File: src/design/pxs_consts.svh
// Purpose: Offsets, field positions, select codes and timing counts.
// Assumes: One aligned 32-bit word per register, byte address = 4 * index.
// Notes:   Indices are compared against paddr[11:2].
`ifndef PXS_CONSTS_SVH
`define PXS_CONSTS_SVH
`define PXS_LANES        1
`define PXS_IDX_W        10
`define PXS_IDX_FLAG_SEL 10'h314
`define PXS_IDX_FLAGS    10'h315
`define PXS_IDX_CDR      10'h321
`define PXS_IDX_PHY_CLOCK_STATUS  10'h322
`define PXS_IDX_FRAMING_ERROR_STICKY  10'h323
`define PXS_IDX_FRM_CLR  10'h324
`define PXS_IDX_PURGE    10'h325
`define PXS_IDX_ALIGN    10'h326
`define PXS_IDX_DESKEW   10'h329
`define PXS_IDX_IRQ_STAT 10'h330
`define PXS_IDX_IRQ_MASK 10'h331
`define PXS_IDX_RX_CLOCK_FREQ_METER   10'h341
`define PXS_IDX_TX_CLOCK_FREQ_METER   10'h342
`define PXS_IDX_ADAPT    10'h343
`define PXS_SEL_TX_FULL  3'h0
`define PXS_SEL_TX_EMPTY 3'h1
`define PXS_SEL_TX_PFULL 3'h2
`define PXS_SEL_TX_PEMPT 3'h3
`define PXS_SEL_RX_FULL  3'h4
`define PXS_SEL_RX_EMPTY 3'h5
`define PXS_SEL_RX_PFULL 3'h6
`define PXS_SEL_RX_PEMPT 3'h7
`define PXS_IRQ_FRM      0
`define PXS_IRQ_DESKEW   1
`define PXS_IRQ_BER      2
`define PXS_IRQ_W        3
`define PXS_BER_LIMIT    5'h10
`define PXS_BER_WIN_NS   50000
`define PXS_CLK_MHZ      200
`define PXS_FREQ_WIN     4'ha
`endif

File: src/design/pxs_pkg.sv
// Purpose: Types shared by the PHY status register bank.
// Assumes: pxs_consts.svh supplies lane count and widths.
// Notes:   Packed struct order puts the last field in bit 0.
`include "pxs_consts.svh"
package pxs_pkg;
   typedef struct packed {
      logic [`PXS_LANES-1:0] rx_pempty;
      logic [`PXS_LANES-1:0] rx_pfull;
      logic [`PXS_LANES-1:0] rx_empty;
      logic [`PXS_LANES-1:0] rx_full;
      logic [`PXS_LANES-1:0] tx_pempty;
      logic [`PXS_LANES-1:0] tx_pfull;
      logic [`PXS_LANES-1:0] tx_empty;
      logic [`PXS_LANES-1:0] tx_full;
   } pxs_fifo_flags_t;
   typedef struct packed {
      logic rx_cdr_locked;
      logic tx_mac_pll_locked;
      logic tx_pcs_ready;
   } pxs_clk_status_t;
   typedef struct packed {
      logic        psel;
      logic        penable;
      logic        pwrite;
      logic [11:0] paddr;
      logic [31:0] pwdata;
   } pxs_apb_req_t;
   typedef struct packed {
      logic        pready;
      logic        pslverr;
      logic [31:0] prdata;
   } pxs_apb_rsp_t;
   typedef struct packed {
      logic [3:0]  win;
      logic [31:0] cnt;
      logic [31:0] result;
      logic        prev;
   } pxs_meter_st_t;
   typedef struct packed {
      logic [31:0] win;
      logic [4:0]  cnt;
      logic        high;
   } pxs_ber_st_t;
   typedef struct packed {
      logic [2:0]            flag_sel;
      logic                  frm_clr;
      logic                  adapt_hold;
      logic                  framing_error_sticky;
      logic                  desk_prev;
      logic                  desk_chg;
      logic                  ber_prev;
      logic [`PXS_IRQ_W-1:0] irq_stat;
      logic [`PXS_IRQ_W-1:0] irq_mask;
      logic [31:0]           rdata;
      logic                  slverr;
   } pxs_bank_st_t;
endpackage

File: src/design/pxs_freq_meter.sv
// Purpose: Counts rising edges of a sampled MAC clock over a fixed window.
// Assumes: The MAC clock level is sampled synchronously to sys_clk.
// Notes:   Window is PXS_FREQ_WIN cycles, so f_mac = count * f_sys / 10.
`timescale 1ns/10ps
`include "pxs_consts.svh"
module pxs_freq_meter (
   input  wire logic        sys_clk,
   input  wire logic        sys_rst,
   input  wire logic        mac_level,
   output      logic [31:0] count
);
   import pxs_pkg::*;
   pxs_meter_st_t s;
   pxs_meter_st_t next_s;
   logic          rise;

   // Sampling limits the measurable MAC rate to half of sys_clk.
   always_comb begin
      next_s = s;
      rise = mac_level & ~s.prev;
      next_s.prev = mac_level;
      if (s.win == `PXS_FREQ_WIN - 4'h1) begin
         next_s.result = s.cnt + 32'(rise);
         next_s.cnt = 32'h0;
         next_s.win = 4'h0;
      end else begin
         next_s.cnt = s.cnt + 32'(rise);
         next_s.win = s.win + 4'h1;
      end
   end

   // Only the register reset clears the meter.
   always_ff @(posedge sys_clk) begin
      if (sys_rst) begin
         s <= '0;
      end else begin
         s <= next_s;
      end
   end

   assign count = s.result;
endmodule

File: src/design/pxs_ber_monitor.sv
// Purpose: Flags a high bit error rate from bit error pulses.
// Assumes: err_pulse is high one cycle per counted bit error.
// Notes:   The flag sets on the sixteenth error of a window and is
//          re-evaluated at each window end.
`timescale 1ns/10ps
`include "pxs_consts.svh"
module pxs_ber_monitor #(
   parameter int unsigned WIN_CYC = 10000
) (
   input  wire logic sys_clk,
   input  wire logic sys_rst,
   input  wire logic err_pulse,
   output      logic ber_high
);
   import pxs_pkg::*;
   pxs_ber_st_t s;
   pxs_ber_st_t next_s;
   logic        full;

   // The count saturates so a burst cannot wrap back below the limit.
   always_comb begin
      next_s = s;
      full = (s.cnt == `PXS_BER_LIMIT);
      if (err_pulse && !full) begin
         next_s.cnt = s.cnt + 5'h1;
      end
      if (err_pulse && s.cnt == `PXS_BER_LIMIT - 5'h1) begin
         next_s.high = 1'b1;
      end
      if (s.win == 32'(WIN_CYC - 1)) begin
         next_s.win = 32'h0;
         next_s.cnt = 5'h0;
         // A sixteenth error in the last cycle must still count.
         next_s.high = full | (err_pulse & (s.cnt == `PXS_BER_LIMIT - 5'h1));
      end else begin
         next_s.win = s.win + 32'h1;
      end
   end

   always_ff @(posedge sys_clk) begin
      if (sys_rst) begin
         s <= '0;
      end else begin
         s <= next_s;
      end
   end

   assign ber_high = s.high;
endmodule

File: src/design/pxs_bank.sv
// Purpose: PHY status and control register bank behind an APB slave.
// Assumes: All status inputs are synchronous to sys_clk.
// Notes:   Read data is captured in the setup cycle; pready rises in the
//          first access cycle, so every transfer takes two cycles.
//
// The APB interface to the registers is this design's own decision.
`timescale 1ns/10ps
`include "pxs_consts.svh"
module pxs_bank #(
   parameter int unsigned BER_WIN_CYC =
      `PXS_BER_WIN_NS * `PXS_CLK_MHZ / 1000
) (
   input  wire logic                  sys_clk,
   input  wire logic                  sys_rst,
   input  wire pxs_pkg::pxs_apb_req_t apb_req,
   output      pxs_pkg::pxs_apb_rsp_t apb_rsp,
   input  wire pxs_pkg::pxs_fifo_flags_t fifo_flags,
   input  wire logic [`PXS_LANES-1:0] cdr_lock,
   input  wire pxs_pkg::pxs_clk_status_t clk_status,
   input  wire logic                  word_lock,
   input  wire logic                  frame_err,
   input  wire logic                  rx_aligned,
   input  wire logic                  bit_err,
   input  wire logic                  all_deskewed,
   input  wire logic                  rx_mac_level,
   input  wire logic                  tx_mac_level,
   input  wire logic                  auto_adapt_en,
   output      logic                  adapt_idle,
   output      logic                  irq
);
   import pxs_pkg::*;

   pxs_bank_st_t          s;
   pxs_bank_st_t          next_s;
   logic                  setup;
   logic                  access;
   logic                  wr;
   logic [`PXS_IDX_W-1:0] idx;
   logic [`PXS_LANES-1:0] view;
   logic                  ber_high;
   logic [31:0]           rx_clock_freq_meter;
   logic [31:0]           tx_clock_freq_meter;
   logic [`PXS_IRQ_W-1:0] ev;

   // Picks one FIFO flag per lane; shared by the read path and checks.
   function automatic logic [`PXS_LANES-1:0] fifo_flag(
      input logic [2:0]      sel,
      input pxs_fifo_flags_t f
   );
      case (sel)
         `PXS_SEL_TX_FULL:  fifo_flag = f.tx_full;
         `PXS_SEL_TX_EMPTY: fifo_flag = f.tx_empty;
         `PXS_SEL_TX_PFULL: fifo_flag = f.tx_pfull;
         `PXS_SEL_TX_PEMPT: fifo_flag = f.tx_pempty;
         `PXS_SEL_RX_FULL:  fifo_flag = f.rx_full;
         `PXS_SEL_RX_EMPTY: fifo_flag = f.rx_empty;
         `PXS_SEL_RX_PFULL: fifo_flag = f.rx_pfull;
         `PXS_SEL_RX_PEMPT: fifo_flag = f.rx_pempty;
         default:           fifo_flag = '0;
      endcase
   endfunction

   // True for every index that answers without an error.
   function automatic logic mapped(input logic [`PXS_IDX_W-1:0] i);
      case (i)
         `PXS_IDX_FLAG_SEL, `PXS_IDX_FLAGS, `PXS_IDX_CDR,
         `PXS_IDX_PHY_CLOCK_STATUS, `PXS_IDX_FRAMING_ERROR_STICKY, `PXS_IDX_FRM_CLR,
         `PXS_IDX_PURGE, `PXS_IDX_ALIGN, `PXS_IDX_DESKEW,
         `PXS_IDX_IRQ_STAT, `PXS_IDX_IRQ_MASK, `PXS_IDX_RX_CLOCK_FREQ_METER,
         `PXS_IDX_TX_CLOCK_FREQ_METER, `PXS_IDX_ADAPT: mapped = 1'b1;
         default:                         mapped = 1'b0;
      endcase
   endfunction

   // Two meters share one module; each counts over its own window.
   pxs_freq_meter u_rx_meter (
      .sys_clk   (sys_clk),
      .sys_rst   (sys_rst),
      .mac_level (rx_mac_level),
      .count     (rx_clock_freq_meter)
   );

   pxs_freq_meter u_tx_meter (
      .sys_clk   (sys_clk),
      .sys_rst   (sys_rst),
      .mac_level (tx_mac_level),
      .count     (tx_clock_freq_meter)
   );

   pxs_ber_monitor #(
      .WIN_CYC (BER_WIN_CYC)
   ) u_ber (
      .sys_clk   (sys_clk),
      .sys_rst   (sys_rst),
      .err_pulse (bit_err),
      .ber_high  (ber_high)
   );

   // Bus phase decode.
   assign setup  = apb_req.psel & ~apb_req.penable;
   assign access = apb_req.psel & apb_req.penable;
   assign wr     = access & apb_req.pwrite;
   assign idx    = apb_req.paddr[11:2];
   assign view   = fifo_flag(s.flag_sel, fifo_flags);

   // Events that feed the interrupt status, one bit each.
   always_comb begin
      ev = '0;
      ev[`PXS_IRQ_FRM] = frame_err & word_lock & ~s.frm_clr;
      ev[`PXS_IRQ_DESKEW] = (all_deskewed != s.desk_prev) & ~s.frm_clr;
      ev[`PXS_IRQ_BER] = ber_high & ~s.ber_prev;
   end

   // Next state: bus writes, sticky flags and read data capture.
   always_comb begin
      next_s = s;
      next_s.desk_prev = all_deskewed;
      next_s.ber_prev = ber_high;
      // Read data is sampled at setup so prdata comes from a flop.
      if (setup) begin
         next_s.slverr = ~mapped(idx);
         case (idx)
            `PXS_IDX_FLAG_SEL: next_s.rdata = 32'(s.flag_sel);
            `PXS_IDX_FLAGS:    next_s.rdata = 32'(view);
            `PXS_IDX_CDR:      next_s.rdata = 32'(cdr_lock);
            `PXS_IDX_PHY_CLOCK_STATUS:  next_s.rdata = 32'(clk_status);
            `PXS_IDX_FRAMING_ERROR_STICKY:  next_s.rdata = 32'(s.framing_error_sticky);
            `PXS_IDX_FRM_CLR:  next_s.rdata = 32'(s.frm_clr);
            `PXS_IDX_ALIGN:
               next_s.rdata = 32'({ber_high, rx_aligned});
            `PXS_IDX_DESKEW:
               next_s.rdata = 32'({s.desk_chg, all_deskewed});
            `PXS_IDX_IRQ_STAT: next_s.rdata = 32'(s.irq_stat);
            `PXS_IDX_IRQ_MASK: next_s.rdata = 32'(s.irq_mask);
            `PXS_IDX_RX_CLOCK_FREQ_METER:   next_s.rdata = rx_clock_freq_meter;
            `PXS_IDX_TX_CLOCK_FREQ_METER:   next_s.rdata = tx_clock_freq_meter;
            `PXS_IDX_ADAPT:    next_s.rdata = 32'(s.adapt_hold);
            default:           next_s.rdata = 32'h0;
         endcase
      end
      // Writes land in the access cycle; read-only words ignore them.
      if (wr) begin
         case (idx)
            `PXS_IDX_FLAG_SEL: next_s.flag_sel = apb_req.pwdata[2:0];
            `PXS_IDX_FRM_CLR:  next_s.frm_clr = apb_req.pwdata[0];
            `PXS_IDX_IRQ_MASK:
               next_s.irq_mask = apb_req.pwdata[`PXS_IRQ_W-1:0];
            `PXS_IDX_ADAPT:    next_s.adapt_hold = apb_req.pwdata[0];
            default:           next_s.adapt_hold = s.adapt_hold;
         endcase
      end
      // The clear bit is a level, so errors stay clear while it is set.
      if (s.frm_clr || !word_lock) begin
         next_s.framing_error_sticky = 1'b0;
      end else if (frame_err) begin
         next_s.framing_error_sticky = 1'b1;
      end
      // Any edge of the deskew level latches the change bit unless frm_clr is set.
      if (s.frm_clr) begin
         next_s.desk_chg = 1'b0;
      end else if (all_deskewed != s.desk_prev) begin
         next_s.desk_chg = 1'b1;
      end
      // Reading the status word clears it, but a new event still lands.
      if (access && !apb_req.pwrite && idx == `PXS_IDX_IRQ_STAT) begin
         next_s.irq_stat = ev;
      end else begin
         next_s.irq_stat = s.irq_stat | ev;
      end
   end

   // Only sys_rst touches this state; path resets never reach it.
   always_ff @(posedge sys_clk) begin
      if (sys_rst) begin
         s <= '0;
      end else begin
         s <= next_s;
      end
   end

   // Zero wait states: the access cycle always completes.
   assign apb_rsp.pready  = access;
   assign apb_rsp.pslverr = access & s.slverr;
   assign apb_rsp.prdata  = s.rdata;
   assign adapt_idle      = s.adapt_hold & auto_adapt_en;
   assign irq             = |(s.irq_stat & s.irq_mask);
endmodule

File: config.mk
export PLATFORM = sky130hd
export DESIGN_NAME = pxs_bank
export DESIGN_NICKNAME = d
export VERILOG_FILES = /design/src/design/pxs_pkg.sv /design/src/design/pxs_freq_meter.sv /design/src/design/pxs_ber_monitor.sv /design/src/design/pxs_bank.sv
export VERILOG_INCLUDE_DIRS = /design/src /design/src/design
export SDC_FILE = /design/constraint.sdc
export NUM_CORES = 1
export LEC_CHECK = 0
export BUFFER_PORTS_ARGS = -buffer_cell sky130_fd_sc_hd__buf_2
export CAP_MARGIN = 20
export CORE_ASPECT_RATIO = 1.5
export CORE_UTILIZATION = 40
export DETAILED_ROUTE_END_ITERATION = 8
export PLACE_DENSITY_LB_ADDON = 0.08
export SETUP_SLACK_MARGIN = 0.5
export SLEW_MARGIN = 20
export SYNTH_ARGS = -nofsm -noshare
export SYNTH_HDL_FRONTEND = slang
export SYNTH_HIERARCHICAL = 1
export SYNTH_SLANG_ARGS = --single-unit
File: constraint.sdc
create_clock -name sys_clk -period 3.9 [get_ports sys_clk]
set_input_delay 0.39 -clock sys_clk [delete_from_list [all_inputs] [get_ports sys_clk]]
set_output_delay 0.39 -clock sys_clk [all_outputs]
set_load 0.01 [all_outputs]
==> results.py <==
metrics = {
    "final_layout": {
        "mostFrequentLayoutCell": "dfxtp_1",
        "num_antenna_cells": 0,
        "filler_cell_count": 2626,
        "drive_above_1_share": 0.1828,
        "seq_area_mm2": 0.004484,
        "nets": 1203,
        "final_area_mm2": 0.01116,
        "area_delta_synth_final_pct": 6.735,
        "final_cell_mix": "224 x dfxtp_1, 125 x nand2_1, 122 x nor2_1",
        "multiInputGateArea_mm2": 0.004955,
    },
    "sta": {
        "worst_slew_pin_slew_ns": 0.9732,
        "fmax_mhz": 410.9,
        "finalHoldViolCount": 0,
        "rsz0062_at_grt": "no",
        "maxSlewHeadroom": 0.3512,
        "layout_worst_path_cycle_share": 0.6239,
        "setup-violations-final": 0,
        "period_needed_ns": 2.433,
        "slew_viol_final": 0,
        "fin_skew_ns": 0.009124,
        "fin_tns_setup_ns": 0,
    },
    "worst_setup_path": {
        "crit_buf_inv": 1,
        "reg2reg_from": "u_ber/s[6]$_SDFF_PP0_",
        "path_delay_family": "simple AND/OR/NAND/NOR gates",
        "path_class": "reg -> reg",
        "r2r_end": "u_ber/s[17]$_SDFF_PP0_",
        "r2r_cells": 6,
        "required_ns": 4.29,
        "path_depth": 6,
        "crit_arrival_ns": 2.83,
        "worstSetupStartpointType": "flop",
        "crit_start": "u_ber/s[6]$_SDFF_PP0_",
        "reg2reg_setup_slack_ns": 1.47,
        "critPathCaptureType": "flop",
        "crit_path_max_fanout": 27,
        "crit_path_top_delay_cell": "o31ai_4",
        "cp_cell_sequence": "ha_1 > and3_1 > nand4_4 > o31ai_4 > buf_4 > nor2_1",
        "critPathMaxStageDelay_ns": 0.51,
    },
    "synth": {
        "synth_area_leader_cell": "dfxtp_1",
        "synth_edf_count": 0,
        "synth_fp_nets": 1236,
        "synth_cell_types": 74,
        "syn_inst": 1153,
        "ys_ff_latch": 224,
        "synth.area.top_cells": "dfxtp_1 43%, buf_4 7.0%, xor2_1 4.7%",
        "syn-cell-area_mm2": 0.01046,
        "yosysWarningCount": 6,
        "yosysSeqAreaShare": 0.4287,
        "ys.flop_type": "dfxtp_1",
        "async_reset_ff_frac": 0,
        "yosysTopAreaCellShare": 0.4287,
        "syn_avg_cell_area_um2": 9.072,
    },
    "place": {
        "gp_congestion": 0.8783,
        "placed_area_mm2": 0.01037,
        "portBuffers": 73,
        "dp_hpwl_um": 17200,
    },
    "job": {
        "maxCapViolCount": 0,
    },
    "clocking": {
        "cts_tree": "yes",
        "clockRootBuffer": "clkbuf_16",
        "clock-sinks": 224,
        "cts-resized-gates": 0,
        "cts_inserted_buffers": 24,
        "clk_pin_slew_worst_paths_ns": 0.06,
        "clock_path_buffers": 3,
        "post_cts_buffers": 0,
        "htree_levels": 1,
        "clock_latency_ns": 0.51,
        "cts_hold_buffers": 0,
    },
    "worst_hold_path": {
        "worstHoldStart": "rx_mac_level",
        "whs_path_depth": 2,
        "whs_endpoint": "u_rx_meter/s[0]$_SDFF_PP0_",
        "hp-class": "in -> reg",
    },
    "floorplan": {
        "ios": 105,
        "dieArea_mm2": 0.02681,
        "fp.dieW_um": 134.0,
        "die_h_um": 200.1,
        "num_rows": 72,
        "core_area_mm2": 0.02576,
        "initial_core_util": 0.4060,
    },
    "global_route": {
        "grtUsageTotal": 0.1810,
        "grt-ovfl-total": 0,
        "grt_pass1_vias": 7304,
        "antenna_found_initial": 1,
        "grt_pass1_wl_um": 38690,
        "grt_max_degree": 35,
    },
    "power_and_ir_drop": {
        "leakage_uw": 0.004137,
        "pwr_density_cell_mw_per_mm2": 427.4,
        "peakVddDrop_v": 0.0003399,
    },
    "outcome": {
        "status": "finished clean",
    },
    "drt": {
        "wl_um": 24170,
        "drt_first_pass_iters": 4,
        "drt_iter0_drc": 323,
        "wire_per_inst_um": 16.43,
        "drt-vias-per-instance": 5.186,
        "ant_nets": 0,
        "vias": 7629,
        "drc": 0,
    },
}
-- worst max-delay path by stage --
stage / end / slack (ns)
6_report: u_ber/s[17]$_SDFF_PP0_ / 1.47
5_1_grt: u_ber/s[14]$_SDFF_PP0_ / 1.26
3_5_place_dp: apb_rsp[21]$_SDFFE_PP0P_ / 1.15
3_3_place_gp: apb_rsp[21]$_SDFFE_PP0P_ / 1.18
4_1_cts: u_ber/s[17]$_SDFF_PP0_ / 1.42
2_1_floorplan: apb_rsp[10]$_SDFFE_PP0P_ / 1.85
-- metal layers --
layer	part of all wire	vias up	global-route usage	wire length, um
met2	0.52	128	0.3429	12630
met3	0.036	31	0.02551	871
met5	0	-	0	0
li1	-	3891	-	-
met1	0.42	3579	0.2100	10210
met4	0.019	0	0.04994	461
-- final cells by class --
cell class / count / share of cell area
Timing Repair Buffer: 87 / 0.04214
Clock buffer: 34 / 0.06175
Clock inverter: 10 / 0.009302
Inverter: 12 / 0.004035
Multi-Input combinational cell: 771 / 0.4438
Sequential cell: 224 / 0.4017
Tap cell: 333 / 0.03732
-- registers in the layout, summed over array words and instances, names as in the netlist --
signal and flops:
u_rx_meter/count 32, u_tx_meter/s 37, u_ber/ber_high 1, u_ber/s 37, u_tx_meter/count 32, s 16, u_rx_meter/s 37, apb_rsp 32
-- kinds of logic (layout without fill, tap and decap cells) --
kind of cell             Yosys count  in the layout  synth area share
AND/OR/NAND/NOR                  472            472            0.2413
flip-flops                       224            224            0.4287
AO/OA/AOI/OAI                    191            191            0.1305
buffers and inverters            158            143           0.09988
XOR/XNOR                          82             82           0.06866
adder cells (fa/ha/maj)           14             14           0.01675
multiplexers                      12             12           0.01423
-- where the power goes --
group | internal (uW) | switching [uW] | leakage, uW
registers | 2310 | 18.4 | 0.00181
logic | 57.7 | 103 | 0.00193
clock network | 1360 | 918 | 0.000397
-- worst reg2reg max path: cells and delay by family, from the launching register on --
family	cells	cell delay, ns
buffers and inverters	1	0.40
DFF	1	0.39
adders and majority gates	1	0.20
AOI/OAI and AO/OA	1	0.51
and+or+nand+nor	3	0.81
-- synth_stat cells, drive strengths merged (2+ instances only) --
master,n
nand4,46
a211oi,4
or4,10
nor2,125
ha,14
mux2,3
xnor2,26
dfxtp,224
or4b,3
inv,12
or3,12
nor2b,5
clkbuf,32
nand2,126
nor4,18
a21oi,21
nand3,58
buf,114
nor4b,3
o21ai,99
and2,9
mux2i,7
nor3,13
and4,8
nand2b,6
nor4bb,2
and3,20
a31oi,2
or2,2
a22o,6
a222oi,3
mux4,2
o31ai,11
o211a,2
a22oi,30
xor2,56
-- per-stage QoR --
| step | hold WS [ns] | std cells | setup slack, ns | power [uW] | util |
|---|---|---|---|---|---|
| after floorplan | 0.3880 | 1153 | 1.846 | 2475 | - |
| after global placement | 0.3914 | 1427 | 1.183 | 2541 | 0.4025 |
| after detailed placement | 0.4018 | 1427 | 1.152 | 2543 | 0.4025 |
| after CTS | 0.08951 | 1471 | 1.417 | 4859 | 0.4333 |
| after global routing | 0.1058 | 1471 | 1.264 | 4983 | 0.4333 |
| final | 0.1109 | 1471 | 1.467 | 4771 | 0.4333 |
No activity file was read; power rests on OpenSTA's default activity.
